## config.mk

```make
export PLATFORM = sky130hd
export DESIGN_NAME = rss_relay_sequencer
export DESIGN_NICKNAME = d
export VERILOG_FILES = /design/src/rss_pkg.sv /design/src/rss_relay_sequencer.sv /design/src/rss_ms_timer.sv
export SDC_FILE = /design/constraint.sdc
export NUM_CORES = 1
export LEC_CHECK = 0
export BUFFER_PORTS_ARGS = -buffer_cell sky130_fd_sc_hd__buf_4
export CORE_UTILIZATION = 57
export DETAILED_ROUTE_END_ITERATION = 8
export PLACE_DENSITY = 0.88
export SKIP_LAST_GASP = 1
export SLEW_MARGIN = 5
export SYNTH_ARGS = -nofsm -noshare
export SYNTH_HDL_FRONTEND = slang
export SYNTH_SLANG_ARGS = --single-unit
export TNS_END_PERCENT = 20
```

## constraint.sdc

```tcl
create_clock -name clk_sys -period 2.65 [get_ports clk_sys]
set_input_delay 0.53 -clock clk_sys [delete_from_list [all_inputs] [get_ports clk_sys]]
set_output_delay 0.53 -clock clk_sys [all_outputs]
set_load 0.02 [all_outputs]
```

## src/rss_pkg.sv

```systemverilog
package rss_pkg;
    // Channel code width; code 0 means no channel selected.
    localparam int CH_W = 4;
    localparam int NUM_CH = 8;
    localparam logic [3:0] CH_NONE = 4'h0;
    // Switching order encoding.
    localparam logic ORDER_BBM = 1'b0;
    localparam logic ORDER_MBB = 1'b1;
    // Defaults.
    localparam logic [3:0] DEF_CHANNEL_SELECT_COMMAND = 4'h0;
    localparam logic DEF_BYPASS = 1'b0;
    localparam logic DEF_BUFFER = 1'b0;
    localparam logic DEF_ORDER = 1'b0;
    // Timing.
    localparam int CLK_HZ = 125000000;
    localparam int TICK_MS = 1;
    localparam int TICK_CYC = CLK_HZ / 1000 * TICK_MS;
    localparam int STEP_MS = 5;
    // Avalon register offsets (byte addresses).
    localparam logic [3:0] OFF_CTRL = 4'h0;
    localparam logic [3:0] OFF_CMD = 4'h4;
    localparam logic [3:0] OFF_STAT = 4'h8;
    localparam logic [3:0] OFF_NV = 4'hc;
    // Field positions.
    localparam int F_CHANNEL_SELECT_COMMAND = 0;
    localparam int F_BYP = 4;
    localparam int F_BUF = 5;
    localparam int F_ORD = 6;
    localparam int F_BUSY = 8;
    localparam int F_PEND = 9;
    localparam int F_CMD_CHANNEL_SELECT_COMMAND = 0;
    localparam int F_CMD_RST = 1;
    localparam int F_CMD_SAVE = 2;
    localparam int F_NV_VALID = 8;
    // Sequencer states.
    typedef enum logic [2:0] {
        RSS_IDLE, RSS_BREAK, RSS_MAKE, RSS_EXC_OFF
    } rss_state_e;
endpackage

```

## src/rss_relay_sequencer.sv

```systemverilog
// Added by the designer: the register offsets and the Avalon-MM slave port.
`timescale 1ns/10ps
`default_nettype none
module rss_relay_sequencer #(
    parameter int TICK_CYCLES = rss_pkg::TICK_CYC
) (
    // Clock and reset.
    input  wire logic        clk_sys,
    input  wire logic        arst_n,
    // Front panel button level, asynchronous.
    input  wire logic        button_any,
    // Avalon-MM slave.
    input  wire logic [3:0]  avs_address,
    input  wire logic        avs_read,
    input  wire logic        avs_write,
    input  wire logic [31:0] avs_writedata,
    output logic [31:0]      avs_readdata,
    output logic             avs_waitrequest,
    // Relay drivers: sense_close and exc_close have one bit per channel, bit 0 is channel 1; bypass_on and buffer_on are single bits.
    output logic [7:0]       sense_close,
    output logic [7:0]       exc_close,
    output logic             bypass_on,
    output logic             buffer_on
);
    initial
    begin
        if (TICK_CYCLES < 2)
            $error("TICK_CYCLES too small");
    end

    // Button synchroniser.
    logic btn_s1_r;
    logic btn_s2_r;
    always_ff @(posedge clk_sys or negedge arst_n)
    begin
        if (!arst_n)
        begin
            btn_s1_r <= 1'b0;
            btn_s2_r <= 1'b0;
        end
        else
        begin
            btn_s1_r <= button_any;
            btn_s2_r <= btn_s1_r;
        end
    end

    // Configuration state, the stored image, and the sequencer.
    rss_pkg::rss_state_e st_r, st_nxt;
    logic [3:0] channel_select_command_r, channel_select_command_nxt;     // Target channel.
    logic [3:0] old_r, old_nxt;       // Channel being left.
    logic [3:0] pend_ch_r, pend_ch_nxt;
    logic       pend_r, pend_nxt;
    logic       byp_r, byp_nxt;
    logic       buf_r, buf_nxt;
    logic       ord_r, ord_nxt;
    logic       boot_r, boot_nxt;     // Power-on load still to do.
    logic [1:0] bwait_r, bwait_nxt;   // Lets the button synchroniser settle first.
    logic [3:0] nv_ch_r, nv_ch_nxt;
    logic       nv_byp_r, nv_byp_nxt;
    logic       nv_buf_r, nv_buf_nxt;
    logic       nv_ord_r, nv_ord_nxt;
    logic       nv_ok_r, nv_ok_nxt;
    logic [7:0] sen_r, sen_nxt;
    logic [7:0] exc_r, exc_nxt;
    logic       t_start;
    logic [3:0] t_load;
    logic       t_done;

    // One-hot lead pattern for a channel code; none gives zero.
    function automatic logic [7:0] onehot(input logic [3:0] ch);
        logic [7:0] v;
        v = 8'h00;
        if (ch != rss_pkg::CH_NONE && ch <= 4'(rss_pkg::NUM_CH))
            v[3'(ch - 4'h1)] = 1'b1;
        return v;
    endfunction

    logic wr_ctrl, wr_cmd, wr_nv;
    logic [3:0] req_ch;
    logic req_go;
    // A write acts only at the edge that ends its wait state, so it acts once.
    assign wr_ctrl = avs_write && !avs_waitrequest && avs_address == rss_pkg::OFF_CTRL;
    assign wr_cmd  = avs_write && !avs_waitrequest && avs_address == rss_pkg::OFF_CMD;
    assign wr_nv   = avs_write && !avs_waitrequest && avs_address == rss_pkg::OFF_NV;

    rss_ms_timer #(.TICK_CYCLES(TICK_CYCLES)) u_timer (
        .clk_sys (clk_sys),
        .arst_n  (arst_n),
        .start   (t_start),
        .ms_load (t_load),
        .done    (t_done)
    );

    // Next-state logic for configuration and relay sequencing.
    always_comb
    begin
        st_nxt = st_r; channel_select_command_nxt = channel_select_command_r; old_nxt = old_r;
        pend_nxt = pend_r; pend_ch_nxt = pend_ch_r;
        byp_nxt = byp_r; buf_nxt = buf_r; ord_nxt = ord_r;
        boot_nxt = boot_r && bwait_r != 2'h0;
        bwait_nxt = (bwait_r != 2'h0) ? bwait_r - 2'h1 : 2'h0;
        nv_ch_nxt = nv_ch_r; nv_byp_nxt = nv_byp_r;
        nv_buf_nxt = nv_buf_r; nv_ord_nxt = nv_ord_r; nv_ok_nxt = nv_ok_r;
        sen_nxt = sen_r; exc_nxt = exc_r;
        t_start = 1'b0;
        t_load = 4'(rss_pkg::STEP_MS);
        req_go = 1'b0;
        req_ch = rss_pkg::DEF_CHANNEL_SELECT_COMMAND;
        // Stored image written by the storage controller.
        if (wr_nv)
        begin
            nv_ch_nxt  = avs_writedata[rss_pkg::F_CHANNEL_SELECT_COMMAND +: 4];
            nv_byp_nxt = avs_writedata[rss_pkg::F_BYP];
            nv_buf_nxt = avs_writedata[rss_pkg::F_BUF];
            nv_ord_nxt = avs_writedata[rss_pkg::F_ORD];
            nv_ok_nxt  = avs_writedata[rss_pkg::F_NV_VALID];
        end
        if (boot_r && bwait_r == 2'h0)
        begin
            if (btn_s2_r || !nv_ok_r)
            begin
                req_ch = rss_pkg::DEF_CHANNEL_SELECT_COMMAND;
            end
            else
            begin
                req_ch = nv_ch_r;
                byp_nxt = nv_byp_r;
                buf_nxt = nv_buf_r;
                ord_nxt = nv_ord_r;
            end
            req_go = 1'b1;
        end
        else if (wr_cmd && avs_writedata[rss_pkg::F_CMD_RST])
        begin
            byp_nxt = rss_pkg::DEF_BYPASS;
            buf_nxt = rss_pkg::DEF_BUFFER;
            ord_nxt = rss_pkg::DEF_ORDER;
            req_ch = rss_pkg::DEF_CHANNEL_SELECT_COMMAND;
            req_go = 1'b1;
        end
        else if (wr_ctrl)
        begin
            byp_nxt = avs_writedata[rss_pkg::F_BYP];
            buf_nxt = avs_writedata[rss_pkg::F_BUF];
            ord_nxt = avs_writedata[rss_pkg::F_ORD];
            req_ch = avs_writedata[rss_pkg::F_CHANNEL_SELECT_COMMAND +: 4];
            req_go = 1'b1;
        end
        if (wr_cmd && avs_writedata[rss_pkg::F_CMD_SAVE])
        begin
            nv_ch_nxt = channel_select_command_r; nv_byp_nxt = byp_r;
            nv_buf_nxt = buf_r; nv_ord_nxt = ord_r; nv_ok_nxt = 1'b1;
        end
        // Requests during a sequence wait; the newest one wins.
        if (req_go && req_ch > 4'(rss_pkg::NUM_CH))
            req_go = 1'b0;
        if (req_go)
        begin
            pend_nxt = 1'b1;
            pend_ch_nxt = req_ch;
        end
        case (st_r)
            rss_pkg::RSS_IDLE:
            begin
                if (pend_r && !req_go)
                begin
                    pend_nxt = 1'b0;
                    if (pend_ch_r != channel_select_command_r)
                    begin
                        old_nxt = channel_select_command_r;
                        channel_select_command_nxt = pend_ch_r;
                        if (channel_select_command_r == rss_pkg::CH_NONE)
                        begin
                            sen_nxt = onehot(pend_ch_r);
                            exc_nxt = onehot(pend_ch_r);
                        end
                        else if (ord_r == rss_pkg::ORDER_BBM)
                        begin
                            sen_nxt = 8'h00;
                            exc_nxt = 8'h00;
                            if (pend_ch_r != rss_pkg::CH_NONE)
                            begin
                                t_start = 1'b1;
                                st_nxt = rss_pkg::RSS_MAKE;
                            end
                        end
                        else
                        begin
                            sen_nxt = 8'h00;
                            t_start = 1'b1;
                            st_nxt = (pend_ch_r == rss_pkg::CH_NONE) ?
                                rss_pkg::RSS_EXC_OFF : rss_pkg::RSS_MAKE;
                        end
                    end
                end
            end
            rss_pkg::RSS_MAKE:
            begin
                if (t_done)
                begin
                    sen_nxt = onehot(channel_select_command_r);
                    exc_nxt = exc_r | onehot(channel_select_command_r);
                    if (ord_r == rss_pkg::ORDER_MBB)
                    begin
                        t_start = 1'b1;
                        st_nxt = rss_pkg::RSS_EXC_OFF;
                    end
                    else
                        st_nxt = rss_pkg::RSS_IDLE;
                end
            end
            rss_pkg::RSS_EXC_OFF:
            begin
                if (t_done)
                begin
                    exc_nxt = onehot(channel_select_command_r);
                    st_nxt = rss_pkg::RSS_IDLE;
                end
            end
            default:
                st_nxt = rss_pkg::RSS_IDLE;
        endcase
        // Sequence order is latched at its start by holding mode changes.
        if (st_r != rss_pkg::RSS_IDLE && !boot_r)
            ord_nxt = ord_r;
    end

    // Registers only; relays start open with defaults until boot load.
    always_ff @(posedge clk_sys or negedge arst_n)
    begin
        if (!arst_n)
        begin
            st_r <= rss_pkg::RSS_IDLE;
            channel_select_command_r <= rss_pkg::DEF_CHANNEL_SELECT_COMMAND; old_r <= rss_pkg::DEF_CHANNEL_SELECT_COMMAND;
            pend_r <= 1'b0; pend_ch_r <= rss_pkg::DEF_CHANNEL_SELECT_COMMAND;
            byp_r <= rss_pkg::DEF_BYPASS; buf_r <= rss_pkg::DEF_BUFFER;
            ord_r <= rss_pkg::DEF_ORDER;
            boot_r <= 1'b1;
            bwait_r <= 2'h2;
            nv_ch_r <= rss_pkg::DEF_CHANNEL_SELECT_COMMAND; nv_byp_r <= 1'b0;
            nv_buf_r <= 1'b0; nv_ord_r <= 1'b0; nv_ok_r <= 1'b0;
            sen_r <= 8'h00; exc_r <= 8'h00;
        end
        else
        begin
            st_r <= st_nxt; channel_select_command_r <= channel_select_command_nxt; old_r <= old_nxt;
            pend_r <= pend_nxt; pend_ch_r <= pend_ch_nxt;
            byp_r <= byp_nxt; buf_r <= buf_nxt; ord_r <= ord_nxt;
            boot_r <= boot_nxt;
            bwait_r <= bwait_nxt;
            nv_ch_r <= nv_ch_nxt; nv_byp_r <= nv_byp_nxt;
            nv_buf_r <= nv_buf_nxt; nv_ord_r <= nv_ord_nxt; nv_ok_r <= nv_ok_nxt;
            sen_r <= sen_nxt; exc_r <= exc_nxt;
        end
    end

    // Read data registered; every access answers one cycle after it begins.
    logic [31:0] rd_r, rd_nxt;
    logic        ack_r, ack_nxt;
    always_comb
    begin
        ack_nxt = (avs_read || avs_write) && !ack_r;
        rd_nxt = rd_r;
        if (avs_read && !ack_r)
        begin
            case (avs_address)
                rss_pkg::OFF_CTRL:
                    rd_nxt = {25'h0, ord_r, buf_r, byp_r, channel_select_command_r};
                rss_pkg::OFF_STAT:
                    rd_nxt = {22'h0, pend_r, st_r != rss_pkg::RSS_IDLE, old_r, channel_select_command_r};
                rss_pkg::OFF_NV:
                    rd_nxt = {23'h0, nv_ok_r, 1'b0, nv_ord_r, nv_buf_r, nv_byp_r, nv_ch_r};
                default:
                    rd_nxt = 32'h0;
            endcase
        end
    end

    always_ff @(posedge clk_sys or negedge arst_n)
    begin
        if (!arst_n)
        begin
            rd_r <= 32'h0;
            ack_r <= 1'b0;
        end
        else
        begin
            rd_r <= rd_nxt;
            ack_r <= ack_nxt;
        end
    end

    assign avs_waitrequest = (avs_read || avs_write) && !ack_r;
    assign avs_readdata = rd_r;
    assign sense_close = sen_r;
    assign exc_close = exc_r;
    assign bypass_on = byp_r;
    assign buffer_on = buf_r;

    // Checks.
    property p_sense_break_first;
        @(posedge clk_sys) disable iff (!arst_n)
        (st_r == rss_pkg::RSS_MAKE) |-> sen_r == 8'h00;
    endproperty
    a_sense_break_first: assert property (p_sense_break_first) else $error("sense not open");
    property p_bbm_break;
        @(posedge clk_sys) disable iff (!arst_n)
        (st_r == rss_pkg::RSS_MAKE && ord_r == rss_pkg::ORDER_BBM) |-> exc_r == 8'h00;
    endproperty
    a_bbm_break: assert property (p_bbm_break) else $error("bbm excitation closed");
    property p_mbb_hold;
        @(posedge clk_sys) disable iff (!arst_n)
        (st_r == rss_pkg::RSS_MAKE && ord_r == rss_pkg::ORDER_MBB) |-> exc_r == onehot(old_r);
    endproperty
    a_mbb_hold: assert property (p_mbb_hold) else $error("mbb excitation moved");
    // Cycles spent waiting to make; a counter, since the step is far too long for a delay.
    logic [31:0] mk_cnt_r;
    always_ff @(posedge clk_sys or negedge arst_n)
    begin
        if (!arst_n)
            mk_cnt_r <= 32'h0;
        else if (st_r == rss_pkg::RSS_MAKE)
            mk_cnt_r <= mk_cnt_r + 32'h1;
        else
            mk_cnt_r <= 32'h0;
    end
    property p_make_step;
        @(posedge clk_sys) disable iff (!arst_n)
        (st_r == rss_pkg::RSS_MAKE && t_done) |->
            mk_cnt_r >= 32'((rss_pkg::STEP_MS - 1) * TICK_CYCLES) &&
            mk_cnt_r <= 32'(rss_pkg::STEP_MS * TICK_CYCLES + 2);
    endproperty
    a_make_step: assert property (p_make_step) else $error("make not at 5 ms");
    property p_exc_off;
        @(posedge clk_sys) disable iff (!arst_n)
        (st_r == rss_pkg::RSS_EXC_OFF && t_done) |=> exc_r == onehot(channel_select_command_r);
    endproperty
    a_exc_off: assert property (p_exc_off) else $error("old excitation stays");
    property p_mbb_make;
        @(posedge clk_sys) disable iff (!arst_n)
        (st_r == rss_pkg::RSS_MAKE && t_done && ord_r) |=> st_r == rss_pkg::RSS_EXC_OFF;
    endproperty
    a_mbb_make: assert property (p_mbb_make) else $error("mbb skipped stage");
    property p_remote_rst;
        @(posedge clk_sys) disable iff (!arst_n)
        (wr_cmd && avs_writedata[rss_pkg::F_CMD_RST] && !boot_r) |=> !byp_r && !buf_r && !ord_r;
    endproperty
    a_remote_rst: assert property (p_remote_rst) else $error("reset defaults");
    property p_held;
        @(posedge clk_sys) disable iff (!arst_n)
        (st_r != rss_pkg::RSS_IDLE) |=> $stable(channel_select_command_r) || $past(st_r) == rss_pkg::RSS_IDLE;
    endproperty
    a_held: assert property (p_held) else $error("channel changed mid sequence");
    c_bbm: cover property (@(posedge clk_sys) st_r == rss_pkg::RSS_MAKE && !ord_r);
    c_mbb: cover property (@(posedge clk_sys) st_r == rss_pkg::RSS_EXC_OFF && channel_select_command_r != 4'h0);
    c_none: cover property (@(posedge clk_sys) st_r == rss_pkg::RSS_EXC_OFF && channel_select_command_r == 4'h0);
endmodule // rss_relay_sequencer
`default_nettype wire

```

## src/rss_ms_timer.sv

```systemverilog
`timescale 1ns/10ps
`default_nettype none
// Millisecond tick generator with a step countdown measured in ticks.
module rss_ms_timer #(
    parameter int TICK_CYCLES = rss_pkg::TICK_CYC
) (
    // Clock and reset.
    input  wire logic       clk_sys,
    input  wire logic       arst_n,
    // Control.
    input  wire logic       start,
    input  wire logic [3:0] ms_load,
    // Status.
    output logic            done
);
    initial
    begin
        if (TICK_CYCLES < 2)
            $error("TICK_CYCLES too small");
    end

    logic [31:0] pre_r;
    logic [31:0] pre_nxt;
    logic [3:0]  ms_r;
    logic [3:0]  ms_nxt;
    logic        done_r;
    logic        done_nxt;

    // A restart realigns the prescaler so each step lasts whole milliseconds.
    always_comb
    begin
        pre_nxt  = pre_r;
        ms_nxt   = ms_r;
        done_nxt = 1'b0;
        if (start)
        begin
            pre_nxt = 32'h0;
            ms_nxt  = ms_load;
        end
        else if (ms_r != 4'h0)
        begin
            if (pre_r == 32'(TICK_CYCLES - 1))
            begin
                pre_nxt = 32'h0;
                ms_nxt  = ms_r - 4'h1;
                done_nxt = (ms_r == 4'h1);
            end
            else
                pre_nxt = pre_r + 32'h1;
        end
    end

    // Registers only.
    always_ff @(posedge clk_sys or negedge arst_n)
    begin
        if (!arst_n)
        begin
            pre_r  <= 32'h0;
            ms_r   <= 4'h0;
            done_r <= 1'b0;
        end
        else
        begin
            pre_r  <= pre_nxt;
            ms_r   <= ms_nxt;
            done_r <= done_nxt;
        end
    end

    assign done = done_r;
endmodule // rss_ms_timer
`default_nettype wire

```

Word-level counts from Yosys, hierarchy flattened --
Cells that the tools add are included.
Storage, ports and cells: register bits after elaboration 118, input port bits 41, output and inout port bits 51
Operators by class: $add $sub $neg 5, order comparisons 7, equal/unequal tests 16, mux-type cells 80, bitwise gates (word level) 2, reductions and logical operators 47
Operator list (number):
- 2-to-1 mux 32 bit | 3
- 2-to-1 mux 8 bit | 12
- 2-to-1 mux 1 bit | 40
- 2-to-1 mux 4 bit | 9
- adder 32 x 1 -> 32 bit (second input constant) | 1
- equality test 32 x 17 -> 1 bit (second input constant) | 1
- case mux 10 bit (3 select lines) | 1
- case mux 8 bit (3 select lines) | 1
- 2-to-1 mux 3 bit | 7
- logical AND 1 bit | 17
- case mux 8 bit (2 select lines) | 1
- logical NOT 4 bit | 3
- AND reduction 6 bit | 2
- nonzero test 4 bit | 3
- nonzero test 2 bit | 5
- case mux 3 bit (3 select lines) | 1
- nonzero test 3 bit | 3
- equality test 4 bit (second input constant) | 2
- less-or-equal comparator 4 bit (second input constant) | 2
- < comparator 3 x 4 -> 1 bit (second input constant) | 2
- inequality test 2 bit (second input constant) | 4
- OR 8 bit | 1
- demux 1 bit (select 3 bit) | 2
- equality test 3 x 2 -> 1 bit (second input constant) | 2
- other kinds (20) | 32

Longest topological paths before layout --
word-level depth 17, gate-level depth with buffers 10

Cells and area by module --
Synthesis repeated with hierarchy kept, for this count alone.
Second synthesis, totals: cells, all modules 581, area total of the unflattened synthesis 5554.1 µm²
Modules (own cells, without submodules):
- rss_relay_sequencer | instances 1, cells an instance 322, area each 3201.8 µm², sequential area each 1453.9 µm²
- rss_ms_timer | instances 1, cells an instance 259, area each 2352.3 µm², sequential area each 925.9 µm²

Worst setup path before layout --
Ideal clock, no wire load.
path type reg2reg, start point register boot_r, end point register channel_select_command_r[2], library setup time 0.125 ns, arrival time 2.096 ns, data required time 2.525 ns, path slack 0.430 ns, stages on the path, launching flop included 7, path buffers 1, clock period less this slack 2.220 ns, cells stage by stage dfstp_2 > or3b_1 > and3_1 > a221o_2 > nand3_4 > buf_4 > mux2_2
On the way: longest elaborated chain between the ends 8, elaborated cells on any way between the ends 9, those cells by class order compare: 1; mux: 3; reduce/logical: 5
Ends and longest elaborated chain:
- start: declaration | RTL line rss_relay_sequencer.sv:57 | logic boot_r, boot_nxt;
- start signal: assignment | RTL line rss_relay_sequencer.sv:250 | boot_r <= boot_nxt;
- logical AND 1 bit * | RTL line rss_relay_sequencer.sv:119 | if (boot_r && bwait_r == 2'h0)
- 2-to-1 mux 4 bit | RTL line rss_relay_sequencer.sv:119
- > comparator 4 bit | RTL line rss_relay_sequencer.sv:156 | if (req_go && req_ch > 4'(rss_pkg::NUM_CH))
- logical AND 1 bit | RTL line rss_relay_sequencer.sv:156
- 2-to-1 mux 1 bit * | RTL line rss_relay_sequencer.sv:156
- logical NOT 1 bit * | RTL line rss_relay_sequencer.sv:166 | if (pend_r && !req_go)
- logical AND 1 bit * | RTL line rss_relay_sequencer.sv:166
- AND reduction 3 bit (no line) *
- end signal: assignment | RTL line rss_relay_sequencer.sv:235 | channel_select_command_r <= rss_pkg::DEF_CHANNEL_SELECT_COMMAND; old_r <= rss_pkg::DEF_CHANNEL_SELECT_COMMAND;
- end signal: assignment | RTL line rss_relay_sequencer.sv:247 | st_r <= st_nxt; channel_select_command_r <= channel_select_command_nxt; old_r <= old_nxt;
- end: declaration | RTL line rss_relay_sequencer.sv:50 | logic [3:0] channel_select_command_r, channel_select_command_nxt;
Every way passes the cells marked *; elsewhere a longest branch is shown, timed or not. A chain may end at the register's enable or synchronous reset.

Final worst setup path --
start point register boot_r, end point register sen_r[1], in the netlist sense_close[1]
On the way: longest elaborated chain between the ends 9, elaborated cells on any way between the ends 10, those cells by class order compare: 1; eq/ne: 1; mux: 3; reduce/logical: 5
Ends and longest elaborated chain:
- logical AND 1 bit * | RTL line rss_relay_sequencer.sv:119
- 2-to-1 mux 4 bit | RTL line rss_relay_sequencer.sv:119
- > comparator 4 bit | RTL line rss_relay_sequencer.sv:156
- logical AND 1 bit | RTL line rss_relay_sequencer.sv:156
- 2-to-1 mux 1 bit * | RTL line rss_relay_sequencer.sv:156
- logical NOT 1 bit * | RTL line rss_relay_sequencer.sv:166
- logical AND 1 bit * | RTL line rss_relay_sequencer.sv:166
- inequality test 2 bit (no line) *
- AND reduction 4 bit (no line) *
- end signal: assignment | RTL line rss_relay_sequencer.sv:254 | sen_r <= sen_nxt; exc_r <= exc_nxt;
- end: declaration | RTL line rss_relay_sequencer.sv:64 | logic [7:0] sen_r, sen_nxt;
Marked as above.

==> summary.txt <==
Run
  • Max-cap violations: 0

Global routing
  • Largest net degree at the start of global routing: 53
  • Grt ovf: 0
  • Vias in the first global route: around 4,100
  • Initial antenna violation count: 0
  • First-pass GRT wire length: 18,700 um
  • Total track usage: about a quarter

Logic synthesis
  • Synth unique cells: 64
  • Yosys warns: 0
  • Avg Cell Area, Syn: roughly 9.3 sq um
  • #FFs+latches synth: 95
  • Mapped Area: around 0.0053 sq mm
  • Primary FF master, synth: dfrtp_1
  • Area fraction in compound gates after synthesis: 16.6%
  • Synth area leaders: dfrtp_1 (44%), nor2_1 (4.2%), nand2_1 (3.4%), buf_4 (3.3%), o21ai_0 (3.2%)
  • Seq/Total Area, Yosys: 44.9%
  • Synth Area in Adders: 1.18%
  • XOR/XNOR Fraction of Synth Area: 3.97%
  • Largest family of logic cells by synthesized area: simple AND/OR/NAND/NOR gates
  • Yosys top cell area share: a little over two fifths
  • Synth async-reset ratio: 100%
  • Area leader, netlist: dfrtp_1
  • Post-Synth Simple-Gate Area: between 20% and 30%
  • Post-Syn Instances: 568
  • Number of synthesized flops with an enable pin: 0
  • Multiplexer share of the synthesized area: 3.21%

Finish
  • Fin area: 0.00592 sq mm
  • FILL cells: 675
  • Antenna Cells: 0
  • Most frequent cells in the layout: dfrtp_1 (93), buf_4 (61), nor2_1 (59), nand2_1 (48), o21ai_0 (34)
  • Share of cells above drive strength 1: 16.4%
  • Most common cell after layout, fill and taps aside: dfrtp_1
  • Layout Nets: 663
  • Multi-input logic area: 0.00263 sq mm
  • Final cell count without fillers: between 700 and 800
  • Storage cell area: approximately 0.0024 sq mm
  • Area Growth Syn to Fin: 11.8%

Power and ir drop
  • Peak VDD IR: 0.000334 V
  • PD cells: 525 mW/mm^2
  • Leakage: around 2.6 nW

Drt
  • DRT iter0 DRCs: 195
  • Wirelength, routed: 11,300 um
  • Vias/cell: 6.02
  • Routed Antenna Nets: 0
  • Vias: 4,388
  • DRC Markers: 0
  • Mean routed wirelength per cell: 15.5 um
  • DRT Pass-1 Iters: 8

Placed design
  • Placed cells: 714
  • # port buffers: 45
  • Post-DP Area: between 0.005 and 0.006 sq mm
  • Routability cong.: 0.948
  • Hpwl dp: 8080 um

Min path
  • Type of the tightest min-delay check: in2async

Clocking
  • CTS resizes: 0
  • Clock Path Buffers: 2
  • Post-CTS Setup Inserts: 0
  • CTS buffer count: 9
  • CTS root buf: clkbuf_8
  • Hold-fix buffers, CTS: 0
  • H-tree depth: 3
  • Worst-path clk slew: 0.10 ns
  • Clk sinks: 95
  • CTS tree: done
  • Clock latency on the worst-skew pair: 0.38 ns

Timing
  • RSZ-0062 raised after global routing: no
  • Final Max Tran Viols: 0
  • Final Skew: ~0.018 ns
  • Crit path time final: between 2 and 2.5 ns
  • Fin. Hold Viols: 0
  • Worst slew pin tran: 0.710 ns
  • TNS Setup: 0 ns
  • Finish-stage setup viols: 0
  • Fin crit share: 89.8%
  • Slew headroom: 52.0%
  • Max Freq: 420 MHz

Critical path
  • Crit-path cells: or3b_1 -> and3_1 -> a221o_2 -> nand3_4 -> buf_4 -> a221oi_1 -> a21oi_1
  • Critical setup path kind: reg2reg
  • Worst Path Buf+Inv: 1
  • Startpoint type of the worst setup path: flop
  • Crit-path max FO: 20
  • Arr. time, crit path: approximately 2.7 ns
  • Slowest Stage Delay on Critical Path: between 0.5 and 0.6 ns
  • Critical Path RT: 2.94 ns
  • Slowest CP cell: dfstp_2
  • Top delay family on crit path: simple AND/OR/NAND/NOR gates
  • CP endpoint kind: flop

Die
  • Core ar.: 0.00885 sq mm
  • I/O pins: 92
  • Die Y: just under 100 um
  • Die width: 98.4 um
  • Initial core utilization: 59.9%
  • DIE AREA: around 0.0097 sq mm
  • Rows: 34

Outcome
  • Status: completed
Yosys cell counts, drive strengths merged (3+ instances only):
| library cell | instances |
|---|---|
| or2 | 3 |
| nand3 | 23 |
| a221oi | 8 |
| dfrtp | 93 |
| and2 | 7 |
| xor2 | 8 |
| and3 | 9 |
| nor3 | 19 |
| nor4 | 9 |
| a22o | 7 |
| or4 | 4 |
| xnor2 | 16 |
| nand3b | 3 |
| nand2 | 48 |
| nand4 | 8 |
| o21a | 3 |
| or3 | 3 |
| ha | 5 |
| nor4b | 4 |
| buf | 32 |
| inv | 22 |
| mux2 | 8 |
| nand2b | 12 |
| o22a | 4 |
| o21ai | 34 |
| clkbuf | 13 |
| nor2 | 59 |
| mux2i | 8 |
| a21oi | 27 |
| nor3b | 3 |
| nor2b | 13 |
| a31oi | 5 |
| a22oi | 19 |
| a2bb2oi | 5 |
cell type report:
class                   count  area share (%)
clock buffers              10            2.32
clock inverters             5            1.37
inverters                  22            1.39
multi-input cells         427            44.4
flip-flops and latches     95            40.2
well taps                 108            2.28
repair buffers             62            8.07
power breakdown:
group / switching (mW) / internal [mW] / leakage [nW]
clock network: 0.511 / 0.554 / 0.109
registers: 0.0936 / 1.53 / 1.18
logic: 0.258 / 0.165 / 1.33
total: 0.862 / 2.25 / 2.62
per-layer routing:
metal  part of all wire (%)  track usage [%]  vias to the layer above
li1                       -                -                     2080
met1                     43             31.4                     2113
met2                     50             40.1                      170
met3                    5.4             4.08                       25
met4                    2.1             9.53                        0
met5                      0                0                        -
sequential cells by signal, summed over array words and instances, names as in the netlist, 8 cells and up:
register       cells
u_timer.pre_r     32
avs_readdata      10
exc_close          8
sense_close        8
through the flow:
| step | hold slack, ns | utilization [%] | total power, mW | worst slack (ns) |
|---|---|---|---|---|
| after floorplan | 0.234 | - | 1.92 | 0.430 |
| after global placement | 0.333 | 64.5 | 2.04 | 0.248 |
| after detailed placement | 0.337 | 64.5 | 2.06 | 0.161 |
| after CTS | 0.155 | 67.0 | 3.13 | 0.276 |
| after global routing | 0.181 | 67.0 | 3.23 | 0.143 |
| final | 0.132 | 67.0 | 3.11 | 0.270 |
path summary, 6_finish.rpt:
path	cells past startpoint	start	slack, ns	to
worst max-delay path	7	boot_r$_DFF_PN1_	0.27	sense_close[1]$_DFFE_PN0P_
worst min-delay path	1	arst_n	0.13	avs_readdata[5]$_DFFE_PN0P_
min in group clk_sys	1	button_any	0.27	btn_s1_r$_DFF_PN0_
worst min register to register	0	btn_s1_r$_DFF_PN0_	0.35	btn_s2_r$_DFF_PN0_
worst max register to register	7	boot_r$_DFF_PN1_	0.27	sense_close[1]$_DFFE_PN0P_
max in group asynchronous	2	arst_n	1.84	old_r[0]$_DFFE_PN0P_
cells by family (layout without fill, tap and decap cells):
| kind of cell | Yosys count | count (layout) |
|---|---|---|
| simple gates | 234 | 234 |
| compound gates | 126 | 126 |
| flops | 95 | 95 |
| buf+inv | 67 | 99 |
| xor+xnor | 24 | 24 |
| mux | 16 | 16 |
| fa+ha+maj | 5 | 5 |
| other cells | 1 | 22 |
No activity file was read; power rests on OpenSTA's default activity.
